===== config.mk =====
export PLATFORM = sky130hd
export DESIGN_NAME = eoc_top
export DESIGN_NICKNAME = d
export VERILOG_FILES = /design/src/logic/eoc_sync_div.v /design/src/logic/eoc_top.v
export VERILOG_INCLUDE_DIRS = /design/src /design/src/include
export SDC_FILE = /design/constraint.sdc
export NUM_CORES = 1
export LEC_CHECK = 0
export ABC_AREA = 1
export BUFFER_PORTS_ARGS = -buffer_cell sky130_fd_sc_hd__buf_2
export CAP_MARGIN = 5
export CELL_PAD_IN_SITES_DETAIL_PLACEMENT = 0
export CELL_PAD_IN_SITES_GLOBAL_PLACEMENT = 1
export CORE_AREA = 5 5 108 110
export CTS_CLUSTER_SIZE = 10
export DETAILED_ROUTE_END_ITERATION = 12
export DIE_AREA = 0 0 113 115
export PLACE_DENSITY = 0.84
export SYNTH_ARGS = -nofsm -noshare
export SYNTH_HDL_FRONTEND = slang
export SYNTH_SLANG_ARGS = --single-unit

===== constraint.sdc =====
create_clock -name clk -period 1.72 [get_ports clk]
set_input_delay 0.344 -clock clk [delete_from_list [all_inputs] [get_ports clk]]
set_output_delay 0.344 -clock clk [all_outputs]
set_load 0.005 [all_outputs]

===== src/include/eoc_regs.vh =====
// register offsets, field positions, reset values and timing counts of the external oscillator control
`ifndef EOC_REGS_VH
`define EOC_REGS_VH
// word byte addresses on the avalon bus (printed offset is not a multiple of four, so index times four)
`define EOC_IDX_CONTROL      8'hb1
`define EOC_IDX_STATUS       8'hb2
`define EOC_IDX_MASK         8'hb3
`define EOC_IDX_TIMER_SEL    8'hb4
`define EOC_ADDR_CONTROL     10'h2c4
`define EOC_ADDR_STATUS      10'h2c8
`define EOC_ADDR_MASK        10'h2cc
`define EOC_ADDR_TIMER_SEL   10'h2d0
// control register fields
`define EOC_VALID_BIT        7
`define EOC_MODE_HI          6
`define EOC_MODE_LO          4
`define EOC_RANGE_HI         2
`define EOC_RANGE_LO         0
`define EOC_CONTROL_RESET    8'h00
// mode encodings
`define EOC_MODE_OFF         3'h0
`define EOC_MODE_CMOS        3'h2
`define EOC_MODE_CMOS_DIV2   3'h3
`define EOC_MODE_RC          3'h4
`define EOC_MODE_CAP         3'h5
`define EOC_MODE_XTAL        3'h6
`define EOC_MODE_XTAL_DIV2   3'h7
// status bits
`define EOC_ST_VALID_RISE    0
`define EOC_ST_VALID_FALL    1
`define EOC_ST_TICK          2
// timer source select bits
`define EOC_SEL_TIMER        0
`define EOC_SEL_COUNTER      1
// settle time for the amplitude detector
`define EOC_SETTLE_US        1000
`define EOC_CLK_MHZ          100
`define EOC_SETTLE_CYCLES    (`EOC_SETTLE_US * `EOC_CLK_MHZ)
`endif


===== src/logic/eoc_sync_div.v =====
// synchroniser and divide-by-eight of the external oscillator clock
`timescale 1ns/1ps
module eoc_sync_div #(
   parameter DIV_LOG2 = 3                 // divide by two to this power
) (
   input  wire clk,
   input  wire srst,
   input  wire ext_clk,                   // raw external clock level
   input  wire enable,                    // oscillator running
   output reg  tick                       // one system cycle per divided period
);
   reg                ext_s1;             // first synchroniser stage
   reg                ext_s2;             // second stage
   reg                ext_s3;             // edge history
   reg [DIV_LOG2-1:0] div_cnt;            // rising edge counter

   // two flops, then edge detect on the stable stage
   always @(posedge clk) begin
      if (srst) begin
         ext_s1  <= 1'b0;
         ext_s2  <= 1'b0;
         ext_s3  <= 1'b0;
         div_cnt <= {DIV_LOG2{1'b0}};
         tick    <= 1'b0;
      end else begin
         ext_s1 <= ext_clk;
         ext_s2 <= ext_s1;
         ext_s3 <= ext_s2;
         tick   <= 1'b0;
         if (!enable) begin
            div_cnt <= {DIV_LOG2{1'b0}};
         end else if (ext_s2 && !ext_s3) begin
            div_cnt <= div_cnt + {{(DIV_LOG2-1){1'b0}}, 1'b1};
            // eighth edge gives one tick, aligned to a system edge
            if (&div_cnt) begin
               tick <= 1'b1;
            end
         end
      end
   end
endmodule // eoc_sync_div


===== src/logic/eoc_top.v =====
// external oscillator control: register, pin claim, valid flag, divided timer clock, interrupt
// How it works
// - divided-by-8 clock offered to timers, counter array
// - divided clock synchronised, jitter within one system cycle
// - read-only valid flag in bit 7
// - crystal claims two pins, other modes except off only output
// - 010 CMOS clock, 011 CMOS divided by two
`timescale 1ns/1ps
`include "eoc_regs.vh"
module eoc_top #(
   parameter SETTLE_CYCLES = `EOC_SETTLE_CYCLES    // amplitude settle time in system cycles
) (
   input  wire        clk,
   input  wire        srst,
   input  wire [9:0]  avs_address,
   input  wire        avs_read,
   input  wire        avs_write,
   input  wire [31:0] avs_writedata,
   input  wire [3:0]  avs_byteenable,
   output reg  [31:0] avs_readdata,
   output reg         avs_waitrequest,
   input  wire        osc_pin_in,                   // amplifier input side pin level
   input  wire        osc_pin_out,                  // output side pin level / clock input
   input  wire        amp_ok,                       // amplitude detector says oscillation present
   output reg         claim_pin_in,                 // pin taken as oscillator input
   output reg         claim_pin_out,                // pin taken as oscillator output
   output reg         drive_en,                     // drive circuit powered
   output reg  [2:0]  ext_osc_range_ctrl,           // to the analog drive
   output reg  [2:0]  ext_osc_mode_sel,             // to the analog drive
   output reg         timer_ext_tick,               // divided clock pulse for timers
   output reg         counter_ext_tick,             // divided clock pulse for counter array
   output reg         irq
);
   reg  [2:0]  mode;             // mode field
   reg  [2:0]  range;            // range field
   reg  [2:0]  status;           // sticky events
   reg  [2:0]  mask;             // interrupt mask
   reg  [1:0]  tsel;             // tick routing
   reg         crystal_valid_flag;
   reg  [31:0] settle_cnt;       // settle counter
   reg         amp_s1;           // detector synchroniser
   reg         amp_s2;
   reg         half;             // cmos divide-by-two phase
   reg         ack;              // answer phase of a bus access
   wire        tick;
   wire        is_xtal;
   wire        sel_in;
   wire        ext_clk;
   wire        wr_go;
   wire        rd_go;
   wire [2:0]  next_status;
   wire        next_valid;
   reg  [31:0] next_rdata;
   localparam [7:0] CTRL_RESET = `EOC_CONTROL_RESET;   // control value after reset

   assign is_xtal = (mode == `EOC_MODE_XTAL) || (mode == `EOC_MODE_XTAL_DIV2);
   // crystal is sampled on the input side, other modes on the output side
   assign sel_in  = is_xtal;
   assign ext_clk = sel_in ? osc_pin_in : osc_pin_out;
   assign wr_go   = avs_write && !ack;
   assign rd_go   = avs_read && !ack;

   // one waitrequest cycle then answer
   always @(posedge clk) begin
      if (srst) begin
         ack             <= 1'b0;
         avs_waitrequest <= 1'b1;
      end else begin
         ack             <= (avs_read || avs_write) && !ack;
         avs_waitrequest <= !((avs_read || avs_write) && !ack);
      end
   end

   // cmos divide-by-two stage after the divider, toggled by each tick
   always @(posedge clk) begin
      if (srst) begin
         half <= 1'b0;
      end else if (tick) begin
         half <= ~half;
      end
   end

   // divide by eight and synchronise
   eoc_sync_div #(
      .DIV_LOG2 (3)
   ) u_div (
      .clk     (clk),
      .srst    (srst),
      .ext_clk (ext_clk),
      .enable  (mode != `EOC_MODE_OFF),
      .tick    (tick)
   );

   // valid flag only after detector steady for the settle time
   always @(posedge clk) begin
      if (srst) begin
         amp_s1             <= 1'b0;
         amp_s2             <= 1'b0;
         settle_cnt         <= 32'h0000_0000;
         crystal_valid_flag <= 1'b0;
      end else begin
         amp_s1 <= amp_ok;
         amp_s2 <= amp_s1;
         if (!is_xtal || !amp_s2) begin
            settle_cnt <= 32'h0000_0000;
         end else if (settle_cnt != SETTLE_CYCLES) begin
            settle_cnt <= settle_cnt + 32'h0000_0001;
         end
         crystal_valid_flag <= next_valid;
      end
   end
   assign next_valid = is_xtal && amp_s2 && (settle_cnt == SETTLE_CYCLES);

   // events: set beats write-one-to-clear
   assign next_status[`EOC_ST_VALID_RISE] = next_valid && !crystal_valid_flag;
   assign next_status[`EOC_ST_VALID_FALL] = !next_valid && crystal_valid_flag;
   assign next_status[`EOC_ST_TICK]       = tick;

   // register writes
   always @(posedge clk) begin
      if (srst) begin
         // fields cut from the reset image of the control register
         mode   <= CTRL_RESET[`EOC_MODE_HI:`EOC_MODE_LO];
         range  <= CTRL_RESET[`EOC_RANGE_HI:`EOC_RANGE_LO];
         status <= 3'h0;
         mask   <= 3'h0;
         tsel   <= 2'h0;
      end else begin
         status <= status | next_status;
         if (wr_go && avs_byteenable[0]) begin
            case (avs_address)
               `EOC_ADDR_CONTROL: begin
                  mode  <= avs_writedata[`EOC_MODE_HI:`EOC_MODE_LO];
                  range <= avs_writedata[`EOC_RANGE_HI:`EOC_RANGE_LO];
               end
               `EOC_ADDR_STATUS: begin
                  status <= (status & ~avs_writedata[2:0]) | next_status;
               end
               `EOC_ADDR_MASK: begin
                  mask <= avs_writedata[2:0];
               end
               `EOC_ADDR_TIMER_SEL: begin
                  tsel <= avs_writedata[1:0];
               end
               default: begin
                  mode <= mode;
               end
            endcase
         end
      end
   end

   // read mux, unmapped reads zero
   always @* begin
      next_rdata = 32'h0000_0000;
      case (avs_address)
         `EOC_ADDR_CONTROL:   next_rdata = {24'h000000, crystal_valid_flag, mode, 1'b0, range};
         `EOC_ADDR_STATUS:    next_rdata = {29'h0, status};
         `EOC_ADDR_MASK:      next_rdata = {29'h0, mask};
         `EOC_ADDR_TIMER_SEL: next_rdata = {30'h0, tsel};
         default:             next_rdata = 32'h0000_0000;
      endcase
   end

   // registered outputs
   always @(posedge clk) begin
      if (srst) begin
         avs_readdata       <= 32'h0000_0000;
         claim_pin_in       <= 1'b0;
         claim_pin_out      <= 1'b0;
         drive_en           <= 1'b0;
         ext_osc_range_ctrl <= 3'h0;
         ext_osc_mode_sel   <= 3'h0;
         timer_ext_tick     <= 1'b0;
         counter_ext_tick   <= 1'b0;
         irq                <= 1'b0;
      end else begin
         if (rd_go) begin
            avs_readdata <= next_rdata;
         end
         claim_pin_in       <= is_xtal;
         claim_pin_out      <= (mode != `EOC_MODE_OFF);
         drive_en           <= (mode != `EOC_MODE_OFF);
         ext_osc_range_ctrl <= range;
         ext_osc_mode_sel   <= mode;
         // cmos divide-by-two mode passes every second tick
         timer_ext_tick   <= tick && tsel[`EOC_SEL_TIMER] &&
                             ((mode != `EOC_MODE_CMOS_DIV2) || half);
         counter_ext_tick <= tick && tsel[`EOC_SEL_COUNTER] &&
                             ((mode != `EOC_MODE_CMOS_DIV2) || half);
         irq              <= |(status & mask);
      end
   end
endmodule // eoc_top


==> results.txt, run 1 <==
Share of power burned in registers: 0.553
Clock Power Share: 0.406
Setup Skew: 0.0109 ns
Layout Cells excl Fill: 737
DR WL/cell: 11.7 µm
Worst Hold Class: primary input to flop
Area growth, synth to finish: 13.4%
Asr flop ratio synth: 0
Final ANT Viol Nets: 0
WHS Endpoint: amp_s1$_SDFF_PP0_
Clock Pin Slew Worst Setup and Hold Paths: 0.09 ns
Antenna fix cells: 0
Vias/cell: 4.55
Placer Congestion: 0.828
First-pass iteration count of the detailed router: 4
Largest net degree at the start of global routing: 19
Dpl hpwl: 6.79 mm
Number of global-route vias before repair: 3,081
Sw Ratio: 0.263
Combinational share of power: 0.041
Finished layout cell area: 4330 µm²
Vias: 3,356
Multi-input gate area: 1830 µm²
R2R setup slack: 0.17 ns
Post-Place Cell Area: 4130 µm²
#FFs+latches synth: 77
Synth Instances: 540
Total Wirelength: 8.65 mm
Clk root buf: clkbuf_8
Status: finished, final reports clean
EDFF count, synth: 0
Internal power: 2.40 mW
Sequential-to-total area share from yosys stat: 0.404
Crit path launch type: flop
Period minus WS final: 1.55 ns
Cells after DPL: 720
Max VDD drop: 0.471 mV
Period Utilization, post-route: 0.902
Total Negative Setup Slacks: 0 ns
Crit Reg-Reg Endpoint: settle_cnt[24]$_SDFFE_PP0P_
Total Power: 3.26 mW
Register area: 1540 µm²
R2R cell count: 9
Gr usage total: 0.134
Max Fclk: 645 MHz
Row count: 38
Synth cell types: 38
Max Cap Violations: 0
Power density over the cells: 753 nW/µm²
Core region area: 10,600 µm²
First-pass GRT wire length: 14.2 mm
Critical Path AT: 1.78 ns
WHS Path Cells: 3
FF-to-FF Start: settle_cnt[1]$_SDFFE_PP0P_
Worst Setup End Kind: flop
Final routed DRC violation total: 0
Hold buffers post-CTS: 0
Chip Width: 113 µm
Primary FF master, synth: dfxtp_1
CTS buffer count: 9
Critical Path RT: 1.95 ns
Fillcell total: 1,159
Critical path peak fanout: 5
Hold Startpoint: amp_ok
Num Clock Sinks: 77
Fin nets: 649
Syn Area/Cell: 7.07 µm²
Ports: 98
Initial antenna violation count: 0
Later-pin clock latency in the skew report: 0.36 ns
Post-Syn Area: 3820 µm²
Crit Path Class: flop to flop
Setup Viol. Count Final: 0
Height of the die: 115 µm
Switching pwr: 0.856 mW
Layout cell share with drive strength beyond 1: 0.179
CTS tree: yes
Unrepaired setup endpoints after global routing: no
Leakage dissipation: 1.84 nW
Slew Viols, Final: 0
PortBufs: 43
Final Hold Fails: 0
Die ar.: 13,000 µm²
H-tree depth: 3
GR Overflow Total: 0
Max clock buf depth: 2
Warning count from the yosys run: 0
DR iter-0 viols: 164
Starting Density: 0.360
==> cells in the mapped netlist (4+ instances only) <==
cell type | instances | area share
a21oi_1 | 38 | 0.050
buf_4 | 27 | 0.053
clkbuf_1 | 4 | 0.0039
dfxtp_1 | 77 | 0.40
ha_1 | 4 | 0.013
inv_1 | 70 | 0.069
inv_2 | 10 | 0.0098
nand2_1 | 98 | 0.096
nand2_2 | 6 | 0.0098
nand3_1 | 31 | 0.041
nand4_1 | 13 | 0.021
nor2_1 | 63 | 0.062
nor2_2 | 4 | 0.0066
nor2_4 | 4 | 0.012
nor3_1 | 23 | 0.030
o21ai_0 | 29 | 0.038
o21ai_1 | 4 | 0.0052
==> power by group through the flow <==
stage	combinational (mW)	sequential, mW	clock [mW]
after detailed placement	0.132	1.84	0
after CTS	0.133	1.80	1.37
after global placement	0.131	1.84	0
final	0.134	1.80	1.32
after global routing	0.153	1.80	1.44
after floorplan	0.112	1.84	0
==> per-stage QoR <==
| stage | setup slack [ns] | util | hold WS (ns) |
|---|---|---|---|
| after detailed placement | 0.138 | 0.389 | 0.397 |
| after global routing | 0.0182 | 0.408 | 0.211 |
| after global placement | 0.163 | 0.389 | 0.393 |
| final | 0.169 | 0.408 | 0.197 |
| after floorplan | 0.370 | - | 0.388 |
| after CTS | 0.134 | 0.407 | 0.185 |
==> cell families (layout without fill, tap and decap cells) <==
family                   count (synthesis)  count (layout)  synth area share
AND/OR/NAND/NOR                        257             257             0.318
buffers and inverters                  116             149             0.142
AO/OA/AOI/OAI                           79              79             0.108
flip-flops                              77              77             0.404
adder cells (fa/ha/maj)                  4               4            0.0131
XOR/XNOR                                 4               4           0.00918
multiplexers                             2               2           0.00590
other                                    1              25          0.000982
==> area by class of cell <==
| cell class | count | share of cell area |
|---|---|---|
| clock buffer | 9 | 0.0286 |
| clock inverter | 7 | 0.0150 |
| inverter | 80 | 0.0694 |
| multi-input combinational | 371 | 0.423 |
| sequential | 77 | 0.356 |
| tap | 140 | 0.0405 |
| timing repair buffer | 53 | 0.0671 |
==> worst max-delay path, cell delays in order, from the launching register on <==
cell     delay (ns)
dfxtp_1        0.36
ha_1           0.17
nand2_1        0.09
inv_2          0.09
nand3_4        0.09
nor2_1         0.16
nand2_1        0.13
nor2_1         0.15
xnor2_1        0.13
nor2_1         0.06
==> how the worst max path moves through the flow <==
stage / end / slack [ns] / from
after floorplan: settle_cnt[30]$_SDFFE_PP0P_ / 0.37 / settle_cnt[0]$_SDFFE_PP0P_
after global routing: settle_cnt[0]$_SDFFE_PP0P_ / 0.02 / settle_cnt[15]$_SDFFE_PP0P_
after global placement: mode[0]$_SDFFE_PP0P_ / 0.16 / avs_address[1]
after CTS: settle_cnt[24]$_SDFFE_PP0P_ / 0.13 / settle_cnt[0]$_SDFFE_PP0P_
final: settle_cnt[24]$_SDFFE_PP0P_ / 0.17 / settle_cnt[1]$_SDFFE_PP0P_
after detailed placement: mode[0]$_SDFFE_PP0P_ / 0.14 / avs_address[1]
==> routing by layer <==
| layer | vias to the layer above | wire length, µm | GRT usage |
|---|---|---|---|
| li1 | 1787 | - | - |
| met1 | 1495 | 3920 | 0.171 |
| met2 | 68 | 4160 | 0.224 |
| met3 | 6 | 500 | 0.0411 |
| met4 | 0 | 63 | 0.0313 |
| met5 | - | 0 | 0 |
==> cells in the final DEF (no fill, tap or decap), types with 2 or more instances in the layout <==
cell type	synthesis	layout
o21ai_1	4	4
dfxtp_1	77	76
nor2_2	4	6
o21ai_0	29	29
buf_2	3	43
nand3_1	31	31
or2_0	3	3
mux2_2	2	2
nand2_2	6	6
nor3_2	3	3
inv_6	0	2
nor2_4	4	4
inv_2	10	10
nand2_1	98	98
ha_1	4	4
nor3_1	23	23
inv_8	0	2
conb_1	1	25
nand4_1	13	13
xnor2_1	2	2
buf_4	27	10
inv_1	70	70
o31ai_1	3	3
clkinv_4	0	2
clkbuf_8	0	9
nor4_1	3	3
a21oi_1	38	38
nor2_1	63	61
xor2_1	2	2
==> timing repair <==
item,CTS,global route
setup buffers,0,1
setup endpoints to repair,0,3
resized for setup,0,3
==> flip-flops by register name, summed over array words and instances, names as in the netlist, 2 cells and up <==
register	count
status	3
mask	3
ext_osc_range_ctrl	3
settle_cnt	32
tsel	2
ext_osc_mode_sel	3
range	3
mode	3
avs_readdata	7
u_div.div_cnt	3
Power figures use the tool's default switching activity.
==> run 2: changes to the inputs <==
--- a/config.mk
+++ b/config.mk
@@ -11,11 +11,12 @@
 export CAP_MARGIN = 5
 export CELL_PAD_IN_SITES_DETAIL_PLACEMENT = 0
 export CELL_PAD_IN_SITES_GLOBAL_PLACEMENT = 1
-export CORE_AREA = 5 5 108 110
+export CORE_AREA = 5 5 109 111
 export CTS_CLUSTER_SIZE = 10
 export DETAILED_ROUTE_END_ITERATION = 12
-export DIE_AREA = 0 0 113 115
-export PLACE_DENSITY = 0.84
+export DIE_AREA = 0 0 114 116
+export PLACE_DENSITY_LB_ADDON = 0.25
 export SYNTH_ARGS = -nofsm -noshare
 export SYNTH_HDL_FRONTEND = slang
+export SYNTH_HIERARCHICAL = 1
 export SYNTH_SLANG_ARGS = --single-unit
==> run 2 against run 1 <==
Effect of this change: critical path depth grew 3; die area grew 1.8%; global-route usage increased by 1.8 points.
==> results.txt, run 2 <==
Status: finished, final reports clean (unchanged)
Critical Path RT: 1.97 ns (was 1.95 ns)
Ports: 98 (unchanged)
Critical Path AT: 1.80 ns (was 1.78 ns)
CTS buffer count: 9 (unchanged)
#FFs+latches synth: 77 (unchanged)
Worst Setup Slack, final: 0.173 ns (was 0.169 ns)
Worst-margin pin slew: 0.557 ns
Slew margin rel.: 0.625
Sequential-to-total area share from yosys stat: 0.396 (was 0.404)
Layout Cells excl Fill: 763 (was 737)
Max Cap Violations: 0 (unchanged)
Core region area: 10,700 µm² (was 10,600 µm²)
Clk root buf: clkbuf_8 (unchanged)
Register area: 1540 µm² (about the same)
Top cells by area, synth: dfxtp_1, nand2_1, nor2_1 (was dfxtp_1, nand2_1, inv_1)
Top cell type by total area after synthesis: dfxtp_1 (unchanged)
GR Overflow Total: 0 (unchanged)
Starting Density: 0.364 (was 0.360)
Syn Area/Cell: 6.90 µm² (was 7.07 µm²)
Setup Viol. Count Final: 0 (unchanged)
Slew Viols, Final: 0 (unchanged)
Most flops, register: settle_cnt (unchanged)
Max VDD drop: 0.362 mV (was 0.471 mV)
Initial antenna violation count: 0 (unchanged)
Multi-input gate area: 1910 µm² (was 1830 µm²)
Warning count from the yosys run: 6 (was 0)
Total Wirelength: 9.62 mm (was 8.65 mm)
Total Negative Setup Slacks: 0 ns (unchanged)
Height of the die: 116 µm (was 115 µm)
H-tree depth: 3 (unchanged)
Power density over the cells: 746 nW/µm² (was 753 nW/µm²)
Critical path peak fanout: 4 (was 5)
First-pass iteration count of the detailed router: 5 (was 4)
Dpl hpwl: 7.51 mm (was 6.79 mm)
Final Hold Fails: 0 (unchanged)
Top Registers: settle_cnt x32, avs_readdata x7 (unchanged)
Area share of the largest cell type after synthesis: 0.396 (was 0.404)
Most frequent cell after synthesis: nand2_1 (unchanged)
PortBufs: 43 (unchanged)
Antenna fix cells: 0 (unchanged)
Hold buffers post-CTS: 0 (unchanged)
Die ar.: 13,200 µm² (was 13,000 µm²)
Num Clock Sinks: 77 (unchanged)
Placer Congestion: 0.812 (was 0.828)
DR iter-0 viols: 213 (was 164)
First-pass GRT wire length: 16.1 mm (was 14.2 mm)
Synth top cells by count: nand2_1, dfxtp_1, nor2_1 (was nand2_1, dfxtp_1, inv_1)
Later-pin clock latency in the skew report: 0.36 ns (about the same)
Fin Hold WS: 0.187 ns (was 0.197 ns)
Most common cell after layout, fill and taps aside: nand2_1 (unchanged)
Unrepaired setup endpoints after global routing: no (unchanged)
Synth cell types: 35 (was 38)
Area growth, synth to finish: 13.2% (was 13.4%)
Max Fclk: 646 MHz (was 645 MHz)
Synth Instances: 565 (was 540)
CTS tree: yes (unchanged)
Total Power: 3.29 mW (was 3.26 mW)
Fillcell total: 1,190 (was 1,159)
Crit Path Class: flop to flop (unchanged)
Number of global-route vias before repair: 3,405 (was 3,081)
Leakage dissipation: 1.71 nW (was 1.84 nW)
Period minus WS final: 1.55 ns (about the same)
Fin nets: 676 (was 649)
Asr flop ratio synth: 0 (unchanged)
Crit path launch type: flop (unchanged)
Post-Syn Area: 3900 µm² (was 3820 µm²)
Row count: 38 (unchanged)
Vias: 3,553 (was 3,356)
Chip Width: 114 µm (was 113 µm)
Cells after DPL: 748 (was 720)
Worst Setup End Kind: flop (unchanged)
Period Utilization, post-route: 0.899 (was 0.902)
Gr usage total: 0.153 (was 0.134)
Clock Pin Slew Worst Setup and Hold Paths: 0.08 ns (was 0.09 ns)
Max clock buf depth: 2 (unchanged)
Final routed DRC violation total: 0 (unchanged)
Final ANT Viol Nets: 0 (unchanged)
EDFF count, synth: 0 (unchanged)
Primary FF master, synth: dfxtp_1 (unchanged)
Largest net degree at the start of global routing: 18 (was 19)
Layout cell share with drive strength beyond 1: 0.165 (was 0.179)
Largest register FFs: 32 (unchanged)
Setup Skew: 0.0119 ns (was 0.0109 ns)
Vias/cell: 4.66 (was 4.55)
DR WL/cell: 12.6 µm (was 11.7 µm)
Setup WS pre-CTS: 0.104 ns (was 0.138 ns)
Worst Hold Class: primary input to flop (unchanged)
Most frequent cells in the layout: nand2_1, dfxtp_1, nor2_1, inv_1, buf_2 (was nand2_1, dfxtp_1, inv_1, nor2_1, buf_2)
[run 2: what timing repair did]
action | CTS | global route
setup buffers | 0 | 0
gates resized for setup | 0 | 3
setup endpoints to repair | 0 | 3
[run 2: routing by layer]
metal | routed length (µm) | vias to the layer above | global-route usage
li1 | - | 1873 | -
met1 | 4550 | 1583 | 0.207
met2 | 4420 | 82 | 0.242
met3 | 509 | 15 | 0.0313
met4 | 147 | 0 | 0.0530
met5 | 0 | - | 0
[run 2: cell families after synthesis]
kind of cell | share of synthesized area
buf+inv | 0.137
xor+xnor | 0.00674
other cells | 0.000962
flops | 0.396
compound gates | 0.104
simple gates | 0.343
fa+ha+maj | 0.0128
[run 2: worst paths after layout]
kind                         startpoint                     endpoint  slack [ns]  depth (start not counted)
max          settle_cnt[0]$_SDFFE_PP0P_  settle_cnt[26]$_SDFFE_PP0P_        0.17                         12
min                              amp_ok            amp_s1$_SDFF_PP0_        0.19                          3
max reg2reg  settle_cnt[0]$_SDFFE_PP0P_  settle_cnt[26]$_SDFFE_PP0P_        0.17                         12
min reg2reg           amp_s1$_SDFF_PP0_            amp_s2$_SDFF_PP0_        0.41                          2
[run 2: area by class of cell]
type                            instances  area share
Multi-Input combinational cell        399       0.434
Clock inverter                          6      0.0147
Inverter                               78      0.0664
Timing Repair Buffer                   54      0.0675
Sequential cell                        77       0.350
Tap cell                              140      0.0397
Clock buffer                            9      0.0281
[run 2: critical path, stage by stage (launching register included)]
cell and delay [ns]:
dfxtp_2 0.37, ha_1 0.20, nand2_2 0.08, nor2_2 0.10
nand2_2 0.08, inv_2 0.06, nand3_2 0.12, inv_2 0.11
nand2_2 0.08, nor2_2 0.10, nand2_1 0.05, nand2_1 0.05
nor2_1 0.04
[run 2: power breakdown]
| part | internal [mW] | switching (mW) | total (mW) |
|---|---|---|---|
| combinational | 0.0476 | 0.0889 | 0.137 |
| clock | 0.662 | 0.691 | 1.35 |
| sequential | 1.80 | 0.00629 | 1.80 |
[run 2: metrics by stage]
stage | utilization | area [µm²]
2_1_floorplan | - | 3990
3_3_place_gp | 0.395 | 4220
3_5_place_dp | 0.395 | 4220
4_1_cts | 0.412 | 4410
5_1_grt | 0.412 | 4410
6_report | 0.412 | 4410
==> run 3: changes to the inputs <==
--- a/config.mk
+++ b/config.mk
@@ -16,6 +16,7 @@
 export DETAILED_ROUTE_END_ITERATION = 12
 export DIE_AREA = 0 0 114 116
 export PLACE_DENSITY_LB_ADDON = 0.25
+export RECOVER_POWER = 25
 export SYNTH_ARGS = -nofsm -noshare
 export SYNTH_HDL_FRONTEND = slang
 export SYNTH_HIERARCHICAL = 1
==> run 3 against run 2 <==
Effect of this change: clock-buffer cell count is the same; worst hold slack unchanged; critical path depth is the same; sequential cell count unchanged; sequential share of layout area is essentially flat; largest cell class unchanged; core utilization shrank 0.059 points; via count unchanged; routed wire length barely moved; register-to-register slack hardly changed; die area did not move.
==> results.txt, run 3 (synthesized netlist as in run 2, its figures left out) <==
Slew margin rel.: 0.473 (was 0.625)
Utilization of the core after routing: 0.412 (about the same)
Area growth, synth to finish: 13.0% (was 13.2%)
Period minus WS final: 1.55 ns (about the same)
Fin nets: 676 (unchanged)
PortBufs: 43 (unchanged)
Critical Path AT: 1.80 ns (about the same)
Placer Congestion: 0.812 (unchanged)
Total Wirelength: 9.62 mm (about the same)
Number of global-route vias before repair: 3,405 (unchanged)
Top Registers: settle_cnt x32, avs_readdata x7 (unchanged)
Vias: 3,553 (unchanged)
Later-pin clock latency in the skew report: 0.36 ns (about the same)
Period Utilization, post-route: 0.899 (about the same)
DR WL/cell: 12.6 µm (about the same)
Worst-margin pin slew: 0.790 ns (was 0.557 ns)
Row count: 38 (unchanged)
Gr usage total: 0.153 (unchanged)
Clk root buf: clkbuf_8 (unchanged)
Ports: 98 (unchanged)
Clock Pin Slew Worst Setup and Hold Paths: 0.08 ns (about the same)
Largest net degree at the start of global routing: 18 (unchanged)
CTS tree: yes (unchanged)
CTS buffer count: 9 (unchanged)
Most common cell after layout, fill and taps aside: nand2_1 (unchanged)
DR iter-0 viols: 213 (unchanged)
Num Clock Sinks: 77 (unchanged)
Vias/cell: 4.66 (unchanged)
Unrepaired setup endpoints after global routing: no (unchanged)
Core region area: 10,700 µm² (unchanged)
Final Hold Fails: 0 (unchanged)
GR Overflow Total: 0 (unchanged)
Worst Hold Class: primary input to flop (unchanged)
First-pass iteration count of the detailed router: 5 (unchanged)
Starting Density: 0.364 (unchanged)
Largest register FFs: 32 (unchanged)
Critical path peak fanout: 4 (unchanged)
Die ar.: 13,200 µm² (unchanged)
Most flops, register: settle_cnt (unchanged)
Setup Viol. Count Final: 0 (unchanged)
Max VDD drop: 0.362 mV (about the same)
First-pass GRT wire length: 16.1 mm (unchanged)
Total Negative Setup Slacks: 0 ns (unchanged)
Max Cap Violations: 0 (unchanged)
Height of the die: 116 µm (unchanged)
Critical Path RT: 1.97 ns (about the same)
Antenna fix cells: 0 (unchanged)
Setup Skew: 0.0119 ns (unchanged)
Crit Path Class: flop to flop (unchanged)
Dpl hpwl: 7.51 mm (unchanged)
Layout cell share with drive strength beyond 1: 0.157 (was 0.165)
Max Fclk: 646 MHz (about the same)
Leakage dissipation: 1.69 nW (was 1.71 nW)
Crit path launch type: flop (unchanged)
Max clock buf depth: 2 (unchanged)
H-tree depth: 3 (unchanged)
Final routed DRC violation total: 0 (unchanged)
Worst Setup End Kind: flop (unchanged)
Final ANT Viol Nets: 0 (unchanged)
Power density over the cells: 747 nW/µm² (was 746 nW/µm²)
Most frequent cells in the layout: nand2_1, dfxtp_1, nor2_1, inv_1, a21oi_1 (was nand2_1, dfxtp_1, nor2_1, inv_1, buf_2)
Hold buffers post-CTS: 0 (unchanged)
Slew Viols, Final: 0 (unchanged)
Initial antenna violation count: 0 (unchanged)
Chip Width: 114 µm (unchanged)
Status: finished, final reports clean (unchanged)
Setup Buffers After CTS: 0 (unchanged)
-- run 3: cell types whose count changed in the layout (fill, tap and decap cells not counted), sizes merged --
cell	before	now
buf	54	49
clkbuf	9	14
-- run 3: metrics by stage --
step | setup WS, ns | power (mW) | area (µm²) | instances | hold WS [ns]
2_1_floorplan | 0.333 | 1.96 | 3990 | 589 | 0.388
3_3_place_gp | 0.142 | 1.98 | 4220 | 748 | 0.391
4_1_cts | 0.0853 | 3.33 | 4410 | 763 | 0.181
6_report | 0.173 | 3.29 | 4410 | 763 | 0.187
5_1_grt | 0.00323 | 3.44 | 4410 | 763 | 0.204
3_5_place_dp | 0.104 | 1.98 | 4220 | 748 | 0.396
-- run 3: path summary, 6_finish.rpt --
path / start / endpoint / slack (ns) / cells after the start
setup reg to reg: settle_cnt[0]$_SDFFE_PP0P_ / settle_cnt[26]$_SDFFE_PP0P_ / 0.17 / 12
hold reg to reg: amp_s1$_SDFF_PP0_ / amp_s2$_SDFF_PP0_ / 0.41 / 2
hold / removal: amp_ok / amp_s1$_SDFF_PP0_ / 0.19 / 3
setup / recovery: settle_cnt[0]$_SDFFE_PP0P_ / settle_cnt[26]$_SDFFE_PP0P_ / 0.17 / 12
-- run 3: critical path, cell delays in order, from the launching register on --
cell and delay (ns):
dfxtp_2 0.37, ha_1 0.20, nand2_2 0.08, nor2_2 0.10, nand2_2 0.08, inv_2 0.06, nand3_2 0.12, inv_2 0.11
nand2_2 0.08, nor2_2 0.10, nand2_1 0.05, nand2_1 0.05, nor2_1 0.04
-- run 3: what timing repair did --
| item | CTS | global route |
|---|---|---|
| endpoints found under the hold margin | 0 | 0 |
| resized for setup | 0 | 3 |
| setup endpoints to repair | 0 | 3 |
-- run 3: where the power goes --
part | internal, mW | leakage, nW | switching, mW
Combinational | 0.0473 | 0.973 | 0.0890
Sequential | 1.80 | 0.623 | 0.00629
Clock | 0.662 | 0.0950 | 0.691
-- run 3: layout make-up --
cell class,count,area (µm²)
Timing Repair Buffer,54,292
Multi-Input combinational cell,399,1910
Fill cell,1193,6290
Sequential cell,77,1540
Clock inverter,6,65.1
Inverter,78,293
Clock buffer,9,124
Tap cell,140,175
-- run 3: metal layers --
metal,vias to the layer above,global-route usage,wire length [µm]
met2,82,0.242,4420
met5,-,0,0
li1,1873,-,-
met1,1583,0.207,4550
met3,15,0.0313,509
met4,0,0.0530,147
